[src/design/iwrc_cfg.svh]
// constants for the interrupt wake and return control block
// How it works
// - any flag rising wakes from sleep or idle
// - enables never gate the wake path
// - external pin edges set flags while asleep
// - flags hold until serviced or cleared
// - shared service clears only the shared flag
// - entry pushes the program counter only
// - isr exit pops and sets global enable
// - plain exit pops, global enable stays low
// - vector needs all enables and free stack
// - servicing clears the global enable
// - servicing a dedicated vector clears its flag
`ifndef IWRC_CFG_SVH
`define IWRC_CFG_SVH

// ----------------------------------------------------------------
// sizes and flag positions
// ----------------------------------------------------------------
`define IWRC_NSRC 8
`define IWRC_NFLAG 9
`define IWRC_SVF_BIT 8
`define IWRC_EXT0_BIT 2
`define IWRC_EXT1_BIT 3
`define IWRC_NVEC 5
`define IWRC_SHARED_VEC 3'h4
`define IWRC_PC_W 12

// ----------------------------------------------------------------
// reset values and vector map
// ----------------------------------------------------------------
`define IWRC_GIE_RST 1'b0
`define IWRC_VEC_BASE 12'h004
`define IWRC_VEC_SHIFT 2

// ----------------------------------------------------------------
// timing
// ----------------------------------------------------------------
`define IWRC_CLK_PERIOD_NS 5
`define IWRC_WAKE_NS 100
`define IWRC_WAKE_CYC ((`IWRC_WAKE_NS + `IWRC_CLK_PERIOD_NS - 1) / `IWRC_CLK_PERIOD_NS)

`endif

[src/design/iwrc_pkg.sv]
// types shared by the interrupt wake and return control block
package iwrc_pkg;

    // power state of the core clocking
    typedef enum logic [1:0] {
        PWR_RUN,
        PWR_SLEEP,
        PWR_IDLE,
        PWR_WAKE
    } iwrc_pwr_e;

    // what the core reports each cycle
    typedef struct packed {
        logic boundary;
        logic [11:0] pc;
        logic isr_exit_instr;
        logic plain_exit_instr;
        logic stack_full;
        logic halt;
        logic halt_idle;
    } iwrc_core_s;

    // vectoring and stack commands back to the core
    typedef struct packed {
        logic take;
        logic [11:0] addr;
        logic push;
        logic [11:0] push_pc;
        logic pop;
    } iwrc_vec_s;

endpackage

[src/design/iwrc_top.sv]
// interrupt flags, wake-up, vectoring and return control
`timescale 1ns/1ps
`include "iwrc_cfg.svh"
module iwrc_top
    import iwrc_pkg::*;
(
    // clock and reset
    input wire logic ref_clk,
    input wire logic srst,
    // peripheral events and external pins
    input wire logic [7:0] src_event,
    input wire logic [1:0] ext_pin,
    // software control
    input wire logic [7:0] sw_flag_set,
    input wire logic [7:0] sw_flag_clr,
    input wire logic [7:0] src_enable,
    input wire logic shared_vector_enable,
    input wire logic sw_svf_set,
    input wire logic sw_svf_clr,
    input wire logic sw_gie_set,
    input wire logic sw_gie_clr,
    // core side
    input wire iwrc_core_s core_i,
    output iwrc_vec_s vec_o,
    // status
    output logic [7:0] req_flag,
    output logic shared_vector_flag,
    output logic global_irq_enable,
    output iwrc_pwr_e pwr_state,
    output logic osc_run,
    output logic cpu_run,
    output logic periph_clk_run,
    output logic wake_pulse,
    output logic resume_pulse
);
    localparam int WakeBnd = `IWRC_WAKE_CYC;

    // ----------------------------------------------------------------
    // request flags
    // ----------------------------------------------------------------
    logic [`IWRC_NFLAG-1:0] flag_set;
    logic [`IWRC_NFLAG-1:0] flag_clr;
    logic [`IWRC_NFLAG-1:0] flag_q;
    logic [`IWRC_NFLAG-1:0] flag_rose;
    logic [1:0] ext_pin_q;
    logic [1:0] ext_edge;
    logic [3:0] member_req;
    logic [3:0] member_req_q;
    logic svf_set;
    logic take;
    logic [2:0] take_idx;
    logic [3:0] auto_clr;

    // pin edges are seen in every power state, the block sits on the always-on clock
    assign ext_edge = ext_pin & ~ext_pin_q;
    // shared flag rises when any enabled member becomes pending
    assign member_req = req_flag[7:4] & src_enable[7:4];
    assign svf_set = (|(member_req & ~member_req_q)) | sw_svf_set;
    // dedicated vectors clear their own flag when taken
    assign auto_clr = take ? (4'h1 << take_idx[1:0]) & {4{~take_idx[2]}} : 4'h0;

    // set and clear terms per flag
    assign flag_set[1:0] = src_event[1:0] | sw_flag_set[1:0];
    assign flag_set[`IWRC_EXT0_BIT] = src_event[2] | sw_flag_set[2] | ext_edge[0];
    assign flag_set[`IWRC_EXT1_BIT] = src_event[3] | sw_flag_set[3] | ext_edge[1];
    assign flag_set[7:4] = src_event[7:4] | sw_flag_set[7:4];
    assign flag_set[`IWRC_SVF_BIT] = svf_set;
    // members are cleared by software only, never by service
    assign flag_clr[3:0] = sw_flag_clr[3:0] | auto_clr;
    assign flag_clr[7:4] = sw_flag_clr[7:4];
    assign flag_clr[`IWRC_SVF_BIT] = sw_svf_clr | (take && take_idx == `IWRC_SHARED_VEC);

    genvar gi;
    generate
        for (gi = 0; gi < `IWRC_NFLAG; gi++) begin : g_flag
            iwrc_flag_cell u_cell (
                .ref_clk(ref_clk),
                .srst(srst),
                .set(flag_set[gi]),
                .clr(flag_clr[gi]),
                .q(flag_q[gi]),
                .rose(flag_rose[gi])
            );
        end
    endgenerate

    assign req_flag = flag_q[7:0];
    assign shared_vector_flag = flag_q[`IWRC_SVF_BIT];

    // edge history for pins and members
    always_ff @(posedge ref_clk) begin
        if (srst) begin
            ext_pin_q <= 2'h0;
            member_req_q <= 4'h0;
        end else begin
            ext_pin_q <= ext_pin;
            member_req_q <= member_req;
        end
    end

    // ----------------------------------------------------------------
    // vector selection
    // ----------------------------------------------------------------
    logic [`IWRC_NVEC-1:0] vec_pend;
    logic exiting;

    // lowest vector number wins
    function automatic logic [2:0] first_set(input logic [4:0] v);
        logic [2:0] r;
        r = 3'h0;
        for (int i = 4; i >= 0; i--) begin
            if (v[i]) begin
                r = 3'(i);
            end
        end
        return r;
    endfunction

    // dedicated and shared vector enables gate servicing only, flags stay pending when disabled
    assign vec_pend[3:0] = req_flag[3:0] & src_enable[3:0];
    assign vec_pend[4] = shared_vector_flag & shared_vector_enable;
    assign exiting = core_i.isr_exit_instr | core_i.plain_exit_instr;
    assign take_idx = first_set(vec_pend);
    // no vector while an exit retires, keeps the enable handover clean
    assign take = global_irq_enable && (|vec_pend) && !core_i.stack_full
        && core_i.boundary && !exiting && pwr_state == PWR_RUN;

    // ----------------------------------------------------------------
    // global enable
    // ----------------------------------------------------------------
    logic gie_set;
    logic gie_clr;

    // plain exit has no term here, so the enable stays where it was
    assign gie_set = sw_gie_set | core_i.isr_exit_instr;
    assign gie_clr = sw_gie_clr | take;

    always_ff @(posedge ref_clk) begin
        if (srst) begin
            global_irq_enable <= `IWRC_GIE_RST;
        end else begin
            global_irq_enable <= gie_set | (global_irq_enable & ~gie_clr);
        end
    end

    // ----------------------------------------------------------------
    // vector and stack commands
    // ----------------------------------------------------------------
    // only the program counter is handed to the stack
    always_ff @(posedge ref_clk) begin
        if (srst) begin
            vec_o <= '0;
        end else begin
            vec_o.take <= take;
            vec_o.push <= take;
            vec_o.addr <= `IWRC_VEC_BASE + (12'(take_idx) << `IWRC_VEC_SHIFT);
            vec_o.push_pc <= take ? core_i.pc : vec_o.push_pc;
            vec_o.pop <= exiting;
        end
    end

    // ----------------------------------------------------------------
    // power state and wake-up
    // ----------------------------------------------------------------
    iwrc_pwr_e pwr_d;
    logic [4:0] wake_cnt_q;
    logic [4:0] wake_cnt_d;
    logic any_rose;
    logic lowpower;
    logic wake_done;

    // any rising flag counts, enables are not looked at
    assign any_rose = |flag_rose;
    assign lowpower = pwr_state == PWR_SLEEP || pwr_state == PWR_IDLE;
    assign wake_done = pwr_state == PWR_WAKE && wake_cnt_q == 5'h0;

    // a flag rising in the halt cycle cancels the halt, else the wake is lost
    always_comb begin
        pwr_d = pwr_state;
        wake_cnt_d = wake_cnt_q;
        case (pwr_state)
            PWR_RUN: begin
                if (core_i.halt && !any_rose) begin
                    pwr_d = core_i.halt_idle ? PWR_IDLE : PWR_SLEEP;
                end
            end
            PWR_SLEEP, PWR_IDLE: begin
                if (any_rose) begin
                    pwr_d = PWR_WAKE;
                    wake_cnt_d = 5'(WakeBnd - 1);
                end
            end
            PWR_WAKE: begin
                // oscillator restart time before the core runs again
                if (wake_cnt_q == 5'h0) begin
                    pwr_d = PWR_RUN;
                end else begin
                    wake_cnt_d = wake_cnt_q - 5'h1;
                end
            end
            default: begin
                pwr_d = PWR_RUN;
            end
        endcase
    end

    always_ff @(posedge ref_clk) begin
        if (srst) begin
            pwr_state <= PWR_RUN;
            wake_cnt_q <= 5'h0;
            wake_pulse <= 1'b0;
            resume_pulse <= 1'b0;
        end else begin
            pwr_state <= pwr_d;
            wake_cnt_q <= wake_cnt_d;
            wake_pulse <= lowpower && any_rose;
            resume_pulse <= wake_done;
        end
    end

    // clock controls follow the state; idle keeps peripheral clocks
    assign osc_run = pwr_state == PWR_RUN || pwr_state == PWR_WAKE;
    assign cpu_run = pwr_state == PWR_RUN;
    assign periph_clk_run = pwr_state != PWR_SLEEP;
endmodule

[src/design/iwrc_flag_cell.sv]
// one sticky interrupt request flag
`timescale 1ns/1ps
module iwrc_flag_cell (
    // clock and reset
    input wire logic ref_clk,
    input wire logic srst,
    // set and clear requests
    input wire logic set,
    input wire logic clr,
    // flag state
    output logic q,
    output logic rose
);
    logic q_d;

    // set wins so an event in the clear cycle is kept
    assign q_d = set | (q & ~clr);
    // a set on an already high flag is no transition
    assign rose = set & ~q;

    // flag storage
    always_ff @(posedge ref_clk) begin
        if (srst) begin
            q <= 1'b0;
        end else begin
            q <= q_d;
        end
    end
endmodule

[config.mk]
export PLATFORM = sky130hd
export DESIGN_NAME = iwrc_top
export DESIGN_NICKNAME = d
export VERILOG_FILES = /design/src/design/iwrc_pkg.sv /design/src/design/iwrc_top.sv /design/src/design/iwrc_flag_cell.sv
export VERILOG_INCLUDE_DIRS = /design/src /design/src/design
export SDC_FILE = /design/constraint.sdc
export NUM_CORES = 1
export LEC_CHECK = 0
export ABC_CLOCK_PERIOD_IN_PS = 5200
export BUFFER_PORTS_ARGS = -buffer_cell sky130_fd_sc_hd__buf_2
export CAP_MARGIN = 15
export CORE_ASPECT_RATIO = 0.75
export CORE_MARGIN = 2
export CORE_UTILIZATION = 49
export CTS_CLUSTER_DIAMETER = 60
export DETAILED_ROUTE_END_ITERATION = 16
export PLACE_DENSITY_LB_ADDON = 0.1
export SYNTH_ARGS = -nofsm -noshare
export SYNTH_HDL_FRONTEND = slang
export SYNTH_HIERARCHICAL = 1
export SYNTH_SLANG_ARGS = --single-unit
[constraint.sdc]
create_clock -name ref_clk -period 5.2 [get_ports ref_clk]
set_clock_uncertainty 0.05 [all_clocks]
set_input_delay 0.26 -clock ref_clk [delete_from_list [all_inputs] [get_ports ref_clk]]
set_output_delay 0.26 -clock ref_clk [all_outputs]
set_load 0.03 [all_outputs]
==> qor.txt, run 1 <==
H-Tree Depth: 2
Synth cell types: 42
Max-cap viol count: 0
Slowest-stage cell, CP: nand4_1
Seq/Total Area, Yosys: 0.408
Total Routing Usage GR: 0.212
Max Slew Vio Count: 0
I/O pins: 103
Final ANT Viol Nets: 0
First-pass DRT Iterations: 4
Mean Syn Cell Area: 8.38 sq um
Num CTS Buffers: 5
Slowest Stage Delay on Critical Path: 420 ps
Area growth from synthesis to layout: 25.8%
Final nets: 410
Synth async-reset ratio: 0
EDFF count, synth: 0
Vias in the first global route: 1814
Final hold violation count: 0
Dominant cell type by area after synthesis: dfxtp_1
F_max: 0.425 GHz
Post-CTS Hold Buffers: 0
Sequence of cells on the critical path: nand2_1, o22ai_1, or3_1, inv_1, nor2_1, nor4_2, nand4_1, and3_4, a311oi_1
Post-CTS setup repair buffer count: 0
Overflow after GRT: 0
Status: finished clean
# port buffers: 94
TritonCTS clock tree: yes
WL final: 4870 um
Synthesized area: 2110 sq um
Post-synthesis register bit count: 43
Most common cell in the synthesized netlist: dfxtp_1
CTS clk-pin slew, worst paths: 90 ps
DR vias: 2007
Longest Clk Path Bufs: 2
Yosys warns: 6
Top_reg_cell synth: dfxtp_1
Tcrit/Tclk final: 0.452
Post-DP HPWL: 3680 um
Worst skew pair latency: 300 ps
Share of layout cells above drive strength 1: 0.360
RSZ-0062 raised after global routing: no
Area share of the largest cell type after synthesis: 0.408
Worst rel slew slack: 0.424
Largest net degree at the start of global routing: 44
CP Class: reg -> reg
Hold/Removal Path Class: in -> reg
# setup viols final: 0
Via/cell ratio: 5.06
Syn Inst Count: 252
Placer Congestion: 0.781
CTS Root Cell: clkbuf_8
Clock sink count: 43
Crit end category: flop
Die height: 60.8 um
DR iter-0 viols: 94
Peak VDD IR: 0.327 mV
Row count: 20
CP Max Fanout: 11
Pleak: 1.31 nW
DRC violations left: 0
Worst EP arrival: 2510 ps
Global-route wire length before repair: 7940 um
Per-cell routed wire length: 12.3 um
Power Total: 0.000996 W
Setup tns final: 0 ps
Die ar.: 4850 sq um
N_diodes: 0
CORE AREA: 4100 sq um
Initial Utilization: 0.514
Worst EP required: 5360 ps
Synth top cells by count: dfxtp_1 (43), nor2_1 (28), inv_1 (22), nand3_1 (17), a21oi_1 (16)
Synth top area cells: dfxtp_1 (41%), ha_1 (5.9%), nor2_1 (5.0%), a21oi_2 (4.1%), nand3_1 (4.0%)
Worst slew pin tran: 864 ps
Filler cells: 390
Die Wd: 79.8 um
Pwr per Cell Area: 375 nW/um^2
Startpoint types: flop
Initial antenna violation count: 0
Tmin final: 2350 ps
Post-cts sizing count: 0
## path summary, 6_finish.rpt
check / slack, ps / to / start / cells past startpoint
hold reg to reg: 430 / vec_o[11]$_SDFFE_PP0P_ / vec_o[11]$_SDFFE_PP0P_ / 2
hold / removal: 140 / vec_o[0]$_SDFF_PP0_ / core_i[3] / 3
setup reg to reg: 2850 / wake_cnt_q[4]$_SDFFE_PP0P_ / g_flag[4].u_cell/q$_SDFF_PP0_ / 9
setup / recovery: 2850 / wake_cnt_q[4]$_SDFFE_PP0P_ / g_flag[4].u_cell/q$_SDFF_PP0_ / 9
## cell families after synthesis
logic type / synth area share
AOI/OAI and AO/OA: 0.206
other: 0.00178
muxes: 0.00474
DFF: 0.408
adders and majority gates: 0.0593
and+or+nand+nor: 0.226
buffers and inverters: 0.0942
## flip-flops by register name, indices dropped and copies added, names as in the netlist
| name | flops |
|---|---|
| ext_pin_q | 2 |
| wake_cnt_q | 5 |
| pwr_state | 2 |
| global_irq_enable | 1 |
| vec_o | 18 |
| wake_pulse | 1 |
| member_req_q | 4 |
| g_flag.u_cell/q | 9 |
| resume_pulse | 1 |
## layout by cell type, fill, tap and decap left out, drive strengths merged, types with 2 or more instances in the layout
cell,synthesis,routed
o21ai,15,15
a32o,2,2
ha,10,10
clkbuf,7,5
a41o,2,2
o22ai,2,2
clkinvlp,0,2
a311oi,3,3
nand2b,11,11
a211oi,2,2
a22o,2,2
nor2,28,28
or3,2,2
inv,22,23
dfxtp,43,43
a31oi,2,2
buf,13,94
conb,1,9
nand2,9,9
a21o,3,3
nor4b,2,2
nor3,6,6
nand3,17,17
and4,2,2
a22oi,2,2
or2,6,6
a21oi,26,26
and3,4,4
## worst max-delay path: cells and delay by family, from the launching register on
kind	cells	cell delay [ps]
AND/OR/NAND/NOR	6	1470
flip-flops	1	340
AO/OA/AOI/OAI	2	310
buffers and inverters	1	90
## power by group
| group | leakage, nW | internal (W) | switching, W |
|---|---|---|---|
| registers | 0.354 | 0.000363 | 0.0000279 |
| logic | 0.920 | 0.000141 | 0.000246 |
| clock network | 0.0408 | 0.0000961 | 0.000122 |
| total | 1.31 | 0.000600 | 0.000397 |
## routing by layer
metal,part of all wire,wire [um],global-route usage,up-vias
li1,-,-,-,1027
met1,0.47,2300,0.281,880
met2,0.42,2060,0.345,93
met3,0.095,465,0.0580,7
met4,0.0094,46,0.0654,0
met5,0,0,0,-
## final cells by class
type / count / area, sq um / share of cell area
Sequential cell: 43 / 861 / 0.324
Inverter: 22 / 82.6 / 0.0311
Clock buffer: 5 / 68.8 / 0.0259
Timing Repair Buffer: 94 / 470 / 0.177
Clock inverter: 3 / 23.8 / 0.00895
Tap cell: 55 / 68.8 / 0.0259
Multi-Input combinational cell: 175 / 1080 / 0.407
## through the flow
stage	instance area, sq um	setup WS [ps]	hold slack [ps]	instances	util
2_1_floorplan	2140	3080	272	260	-
3_3_place_gp	2560	2910	410	389	0.625
3_5_place_dp	2560	2830	417	389	0.625
4_1_cts	2660	2850	138	397	0.647
5_1_grt	2660	2570	131	397	0.647
6_report	2660	2850	137	397	0.647
Note: power is estimated with default switching activity, not from simulation.
==> run 2: changes to the inputs <==
- ABC_CLOCK_PERIOD_IN_PS: 5200 -> 2150
- CORE_UTILIZATION: 49 -> 41
- clock period: 5.2 -> 2.15 ns (I/O delays scaled with it)
==> run 2 against run 1 <==
Compared with the run above: critical path depth rose by 1; largest power group is now combinational cells; final area up 6.5%; combinational power rose to 2.5 times the previous value.
==> qor.txt, run 2 (same netlist as run 1, synthesis figures left out) <==
Final nets: 425
DRC violations left: 0
Status: finished clean
Vias in the first global route: 1874
Pleak: 1.40 nW
# port buffers: 94
CTS Root Cell: clkbuf_8
Slowest-stage cell, CP: or3_1
Setup tns final: 0 ps
Die ar.: 5740 sq um
Row count: 22
Tcrit/Tclk final: 0.940
R2r worst-path depth: 10
I/O pins: 103
Worst rel slew slack: 0.623
Hold/Removal Path Class: in -> reg
Per-cell routed wire length: 12.5 um
Crit end category: flop
Max Slew Vio Count: 0
Largest register FFs: 18
Initial antenna violation count: 0
Tmin final: 2020 ps
Fin cells: 416
F_max: 0.495 GHz
Worst slew pin tran: 566 ps
Placer Congestion: 0.804
Top flop regs: vec_o x18, g_flag.u_cell/q x9, wake_cnt_q x5
Worst EP required: 2330 ps
First-pass DRT Iterations: 4
Filler cells: 485
H-Tree Depth: 2
Slowest Stage Delay on Critical Path: 360 ps
Via/cell ratio: 4.96
CORE AREA: 4930 sq um
Max-cap viol count: 0
CP Class: reg -> reg
Largest net degree at the start of global routing: 29
Hold path depth: 3
Placed cells: 403
Share of layout cells above drive strength 1: 0.402
Pwr per Cell Area: 892 nW/um^2
Worst EP arrival: 2200 ps
Global-route wire length before repair: 8340 um
Num CTS Buffers: 5
Die height: 66.1 um
Longest Clk Path Bufs: 2
Sequence of cells on the critical path: nand2_2, o22ai_1, or3_1, inv_2, nor2_2, nor4_4, nand4_1, buf_4, a311oi_2, a41o_1
Crit path depth: 10
Total Routing Usage GR: 0.183
Startpoint types: flop
Reg area: 865 sq um
Die Wd: 86.9 um
TritonCTS clock tree: yes
Overflow after GRT: 0
DR iter-0 viols: 78
Post-DP Area: 2640 sq um
Area occupied by multi-input gates: 1100 sq um
Worst path bufs/invs: 2
Initial Utilization: 0.428
Peak VDD IR: 0.836 mV
Most frequent cells in the layout: buf_2 (94), dfxtp_1 (40), nor2_1 (27)
Delay-heaviest family, CP: simple AND/OR/NAND/NOR gates
Clock sink count: 43
Power Total: 0.00252 W
Min Hold Slack: 4.41 ps
DR vias: 2064
Post-DP HPWL: 3930 um
WL final: 5190 um
CP Max Fanout: 4
Final hold violation count: 0
Final Cell Area: 2830 sq um
# setup viols final: 0
Area growth from synthesis to layout: 34.0%
Worst skew pair latency: 280 ps
Commonest non-fill, non-tap cell in the layout: buf_2
CTS clk-pin slew, worst paths: 80 ps
Final ANT Viol Nets: 0
N_diodes: 0
Top reg by flops: vec_o
[run 2: cell count changes in the layout (fill, tap and decap cells not counted), moves of 3 or more]
| cell | before | now |
|---|---|---|
| buf_4 | 0 | 11 |
| dfxtp_1 | 43 | 40 |
| dfxtp_2 | 0 | 3 |
| dlygate4sd3_1 | 0 | 3 |
| nand2_1 | 9 | 6 |
| nand2_2 | 0 | 3 |
[run 2: worst min-delay path: cells and delay by family]
family	cells	cell delay (ps)
buffers and inverters	1	100
AND/OR/NAND/NOR	2	90
[run 2: repair_timing]
item                       CTS  global route
hold buffers                 2             1
setup endpoints to repair    1             7
gates resized for setup      0            11
buffers inserted             2             1
hold endpoints to repair     2             1
cloned                       0             0
pin swaps                    1             0
[run 2: power by group]
part           total (W)  switching, W  internal, W
logic           0.000976      0.000616     0.000360
clock network   0.000602      0.000263     0.000339
registers       0.000943     0.0000644     0.000879
total            0.00252      0.000944      0.00158
[run 2: per-stage QoR]
stage           util  setup slack [ps]
2_1_floorplan      -              31.2
3_3_place_gp   0.535               146
3_5_place_dp   0.535              29.2
4_1_cts        0.564              63.2
5_1_grt        0.574             -4.30
6_report       0.574               129
[run 2: path summary, 6_finish.rpt]
path | slack [ps] | endpoint | startpoint
worst max-delay path | 130 | pwr_state[0]$_SDFFE_PP0P_ | g_flag[4].u_cell/q$_SDFF_PP0_
worst min-delay path | 4 | member_req_q[0]$_SDFF_PP0_ | src_enable[4]
worst max register to register | 130 | pwr_state[0]$_SDFFE_PP0P_ | g_flag[4].u_cell/q$_SDFF_PP0_
worst min register to register | 410 | member_req_q[2]$_SDFF_PP0_ | g_flag[6].u_cell/q$_SDFF_PP0_
[run 2: layout make-up]
class,instances,share of cell area
clock buffer,5,0.0243
clock inverter,2,0.0133
inverter,22,0.0292
multi-input combinational,175,0.391
sequential,43,0.306
tap,60,0.0265
timing repair buffer,109,0.210
[run 2: per-layer routing]
metal | part of all wire | GRT usage | vias to the layer above
li1 | - | - | 1053
met1 | 0.48 | 0.248 | 919
met2 | 0.42 | 0.291 | 88
met3 | 0.087 | 0.0462 | 4
met4 | 0.0089 | 0.0430 | 0
met5 | 0 | 0 | -
==> run 3: changes to the inputs <==
- ABC_CLOCK_PERIOD_IN_PS: 2150 -> 2200
- CORE_UTILIZATION: 41 -> 46
- clock period: 2.15 -> 2.2 ns (I/O delays scaled with it)
==> run 3 against run 2 <==
Compared with the run above: the run now ends with setup timing left; clock power about the same; via count down 0.44%; combinational power up 2.3%; fmax down 8.6%; setup slack worse by 140 ps; die area down 10%; hold slack worse by 2.4 ps; sequential share of layout area down 0.72 points; cell count up 0.24%; utilization up 7.9 points; critical endpoint is now wake_cnt_q[3]$_SDFFE_PP0P_.
==> qor.txt, run 3 (same netlist as run 1, synthesis figures left out) <==
Status: finished with violations
Failing checks: setup timing
Row count: 21
CTS Root Cell: clkbuf_8
Max Slew Vio Count: 0
Startpoint types: flop
Via/cell ratio: 4.93
DR iter-0 viols: 65
Post-DP HPWL: 3700 um
Crit end category: flop
Peak VDD IR: 0.599 mV
Pwr per Cell Area: 874 nW/um^2
Initial Utilization: 0.475
Switch share: 0.380
CTS clk-pin slew, worst paths: 80 ps
Vias in the first global route: 1849
DR vias: 2055
Worst slew pin tran: 535 ps
Most frequent cells in the layout: buf_2 (94), dfxtp_1 (39), nor2_1 (27)
Die Wd: 82.2 um
Commonest non-fill, non-tap cell in the layout: buf_2
Final hold violation count: 0
Tcrit/Tclk final: 1.01
Cell Int Power: 0.00157 W
Share of layout cells above drive strength 1: 0.408
Worst EP arrival: 2350 ps
Top reg by flops: vec_o
Largest net degree at the start of global routing: 26
Largest register FFs: 18
Total Routing Usage GR: 0.201
Clock sink count: 43
Worst skew pair latency: 300 ps
I/O pins: 103
RSZ-0062 raised after global routing: yes
Top flop regs: vec_o x18, g_flag.u_cell/q x9, wake_cnt_q x5
Post-Route Utilization: 0.653
WL final: 5280 um
Register share of total power: 0.369
Clk network pwr share: 0.237
Hold/Removal Path Class: in -> reg
Filler cells: 386
CP Class: reg -> reg
Tmin final: 2210 ps
Max-cap viol count: 0
Psw: 0.000963 W
# port buffers: 94
Worst EP required: 2340 ps
Num CTS Buffers: 5
Area growth from synthesis to layout: 37.4%
Worst rel slew slack: 0.643
CP Max Fanout: 5
Die ar.: 5150 sq um
Die height: 62.7 um
Logic pwr share: 0.394
Final ANT Viol Nets: 0
Longest Clk Path Bufs: 2
Global-route wire length before repair: 8000 um
Dpl ws: 92.1 ps
Overflow after GRT: 0
Placer Congestion: 0.799
CORE AREA: 4440 sq um
Initial antenna violation count: 0
Final WS setup: -11.3 ps
DRC violations left: 0
N_diodes: 0
# setup viols final: 5
H-Tree Depth: 2
Per-cell routed wire length: 12.7 um
Final nets: 429
First-pass DRT Iterations: 4
TritonCTS clock tree: yes
F_max: 0.452 GHz
Pleak: 1.41 nW
==> run 3: final timing paths <==
check / end / from / slack, ps / cells past startpoint
setup reg to reg: wake_cnt_q[3]$_SDFFE_PP0P_ / g_flag[6].u_cell/q$_SDFF_PP0_ / -10 / 9
setup / recovery: wake_cnt_q[3]$_SDFFE_PP0P_ / g_flag[6].u_cell/q$_SDFF_PP0_ / -10 / 9
hold / removal: vec_o[5]$_SDFFE_PP0P_ / core_i[9] / 2 / 3
hold reg to reg: vec_o[2]$_SDFFE_PP0P_ / vec_o[2]$_SDFFE_PP0P_ / 430 / 2
==> run 3: stage by stage <==
step	TNS, ps	area, sq um	power, W	instances	hold WS [ps]
after floorplan	0	2140	0.00161	260	122
after global placement	0	2610	0.00185	397	288
after detailed placement	0	2610	0.00185	397	300
after CTS	0	2800	0.00246	412	0.274
after global routing	-803	2900	0.00271	417	0.665
final	-38.4	2900	0.00254	417	1.99
==> run 3: metal layers <==
| metal | part of all wire | vias up | routed length, um | GRT usage |
|---|---|---|---|---|
| met1 | 0.47 | 918 | 2460 | 0.259 |
| met4 | 0.014 | 0 | 74 | 0.0688 |
| met5 | 0 | - | 0 | 0 |
| met2 | 0.46 | 65 | 2440 | 0.309 |
| met3 | 0.059 | 7 | 312 | 0.0708 |
| li1 | - | 1065 | - | - |
==> run 3: critical path, stage by stage (launching register included) <==
cell	delay, ps
dfxtp_2	340
nand2_2	70
o22ai_1	80
or3_1	400
inv_2	90
nor2_4	50
nor4_4	290
nand4_1	250
and3_4	300
a32o_1	190
==> run 3: power by group through the flow <==
| stage | sequential, W | combinational, W | clock (W) |
|---|---|---|---|
| 2_1_floorplan | 0.00102 | 0.000587 | 0 |
| 3_3_place_gp | 0.000941 | 0.000911 | 0 |
| 3_5_place_dp | 0.000939 | 0.000911 | 0 |
| 4_1_cts | 0.000923 | 0.000928 | 0.000613 |
| 5_1_grt | 0.000951 | 0.00110 | 0.000655 |
| 6_report | 0.000937 | 0.000998 | 0.000601 |
==> run 3: area by class of cell <==
class / instances / area [sq um] / area share
Timing Repair Buffer: 113 / 639 / 0.220
Clock buffer: 5 / 68.8 / 0.0237
Sequential cell: 43 / 866 / 0.299
Multi-Input combinational cell: 175 / 1130 / 0.391
Tap cell: 57 / 71.3 / 0.0246
Inverter: 22 / 82.6 / 0.0285
Clock inverter: 2 / 37.5 / 0.0129
==> run 3: what timing repair did <==
| action | 4_1_cts | 5_1_grt |
|---|---|---|
| buffers inserted | 0 | 4 |
| hold buffers | 8 | 1 |
| hold endpoints to repair | 8 | 1 |
| resized for setup | 0 | 18 |
| setup endpoints to repair | 0 | 6 |
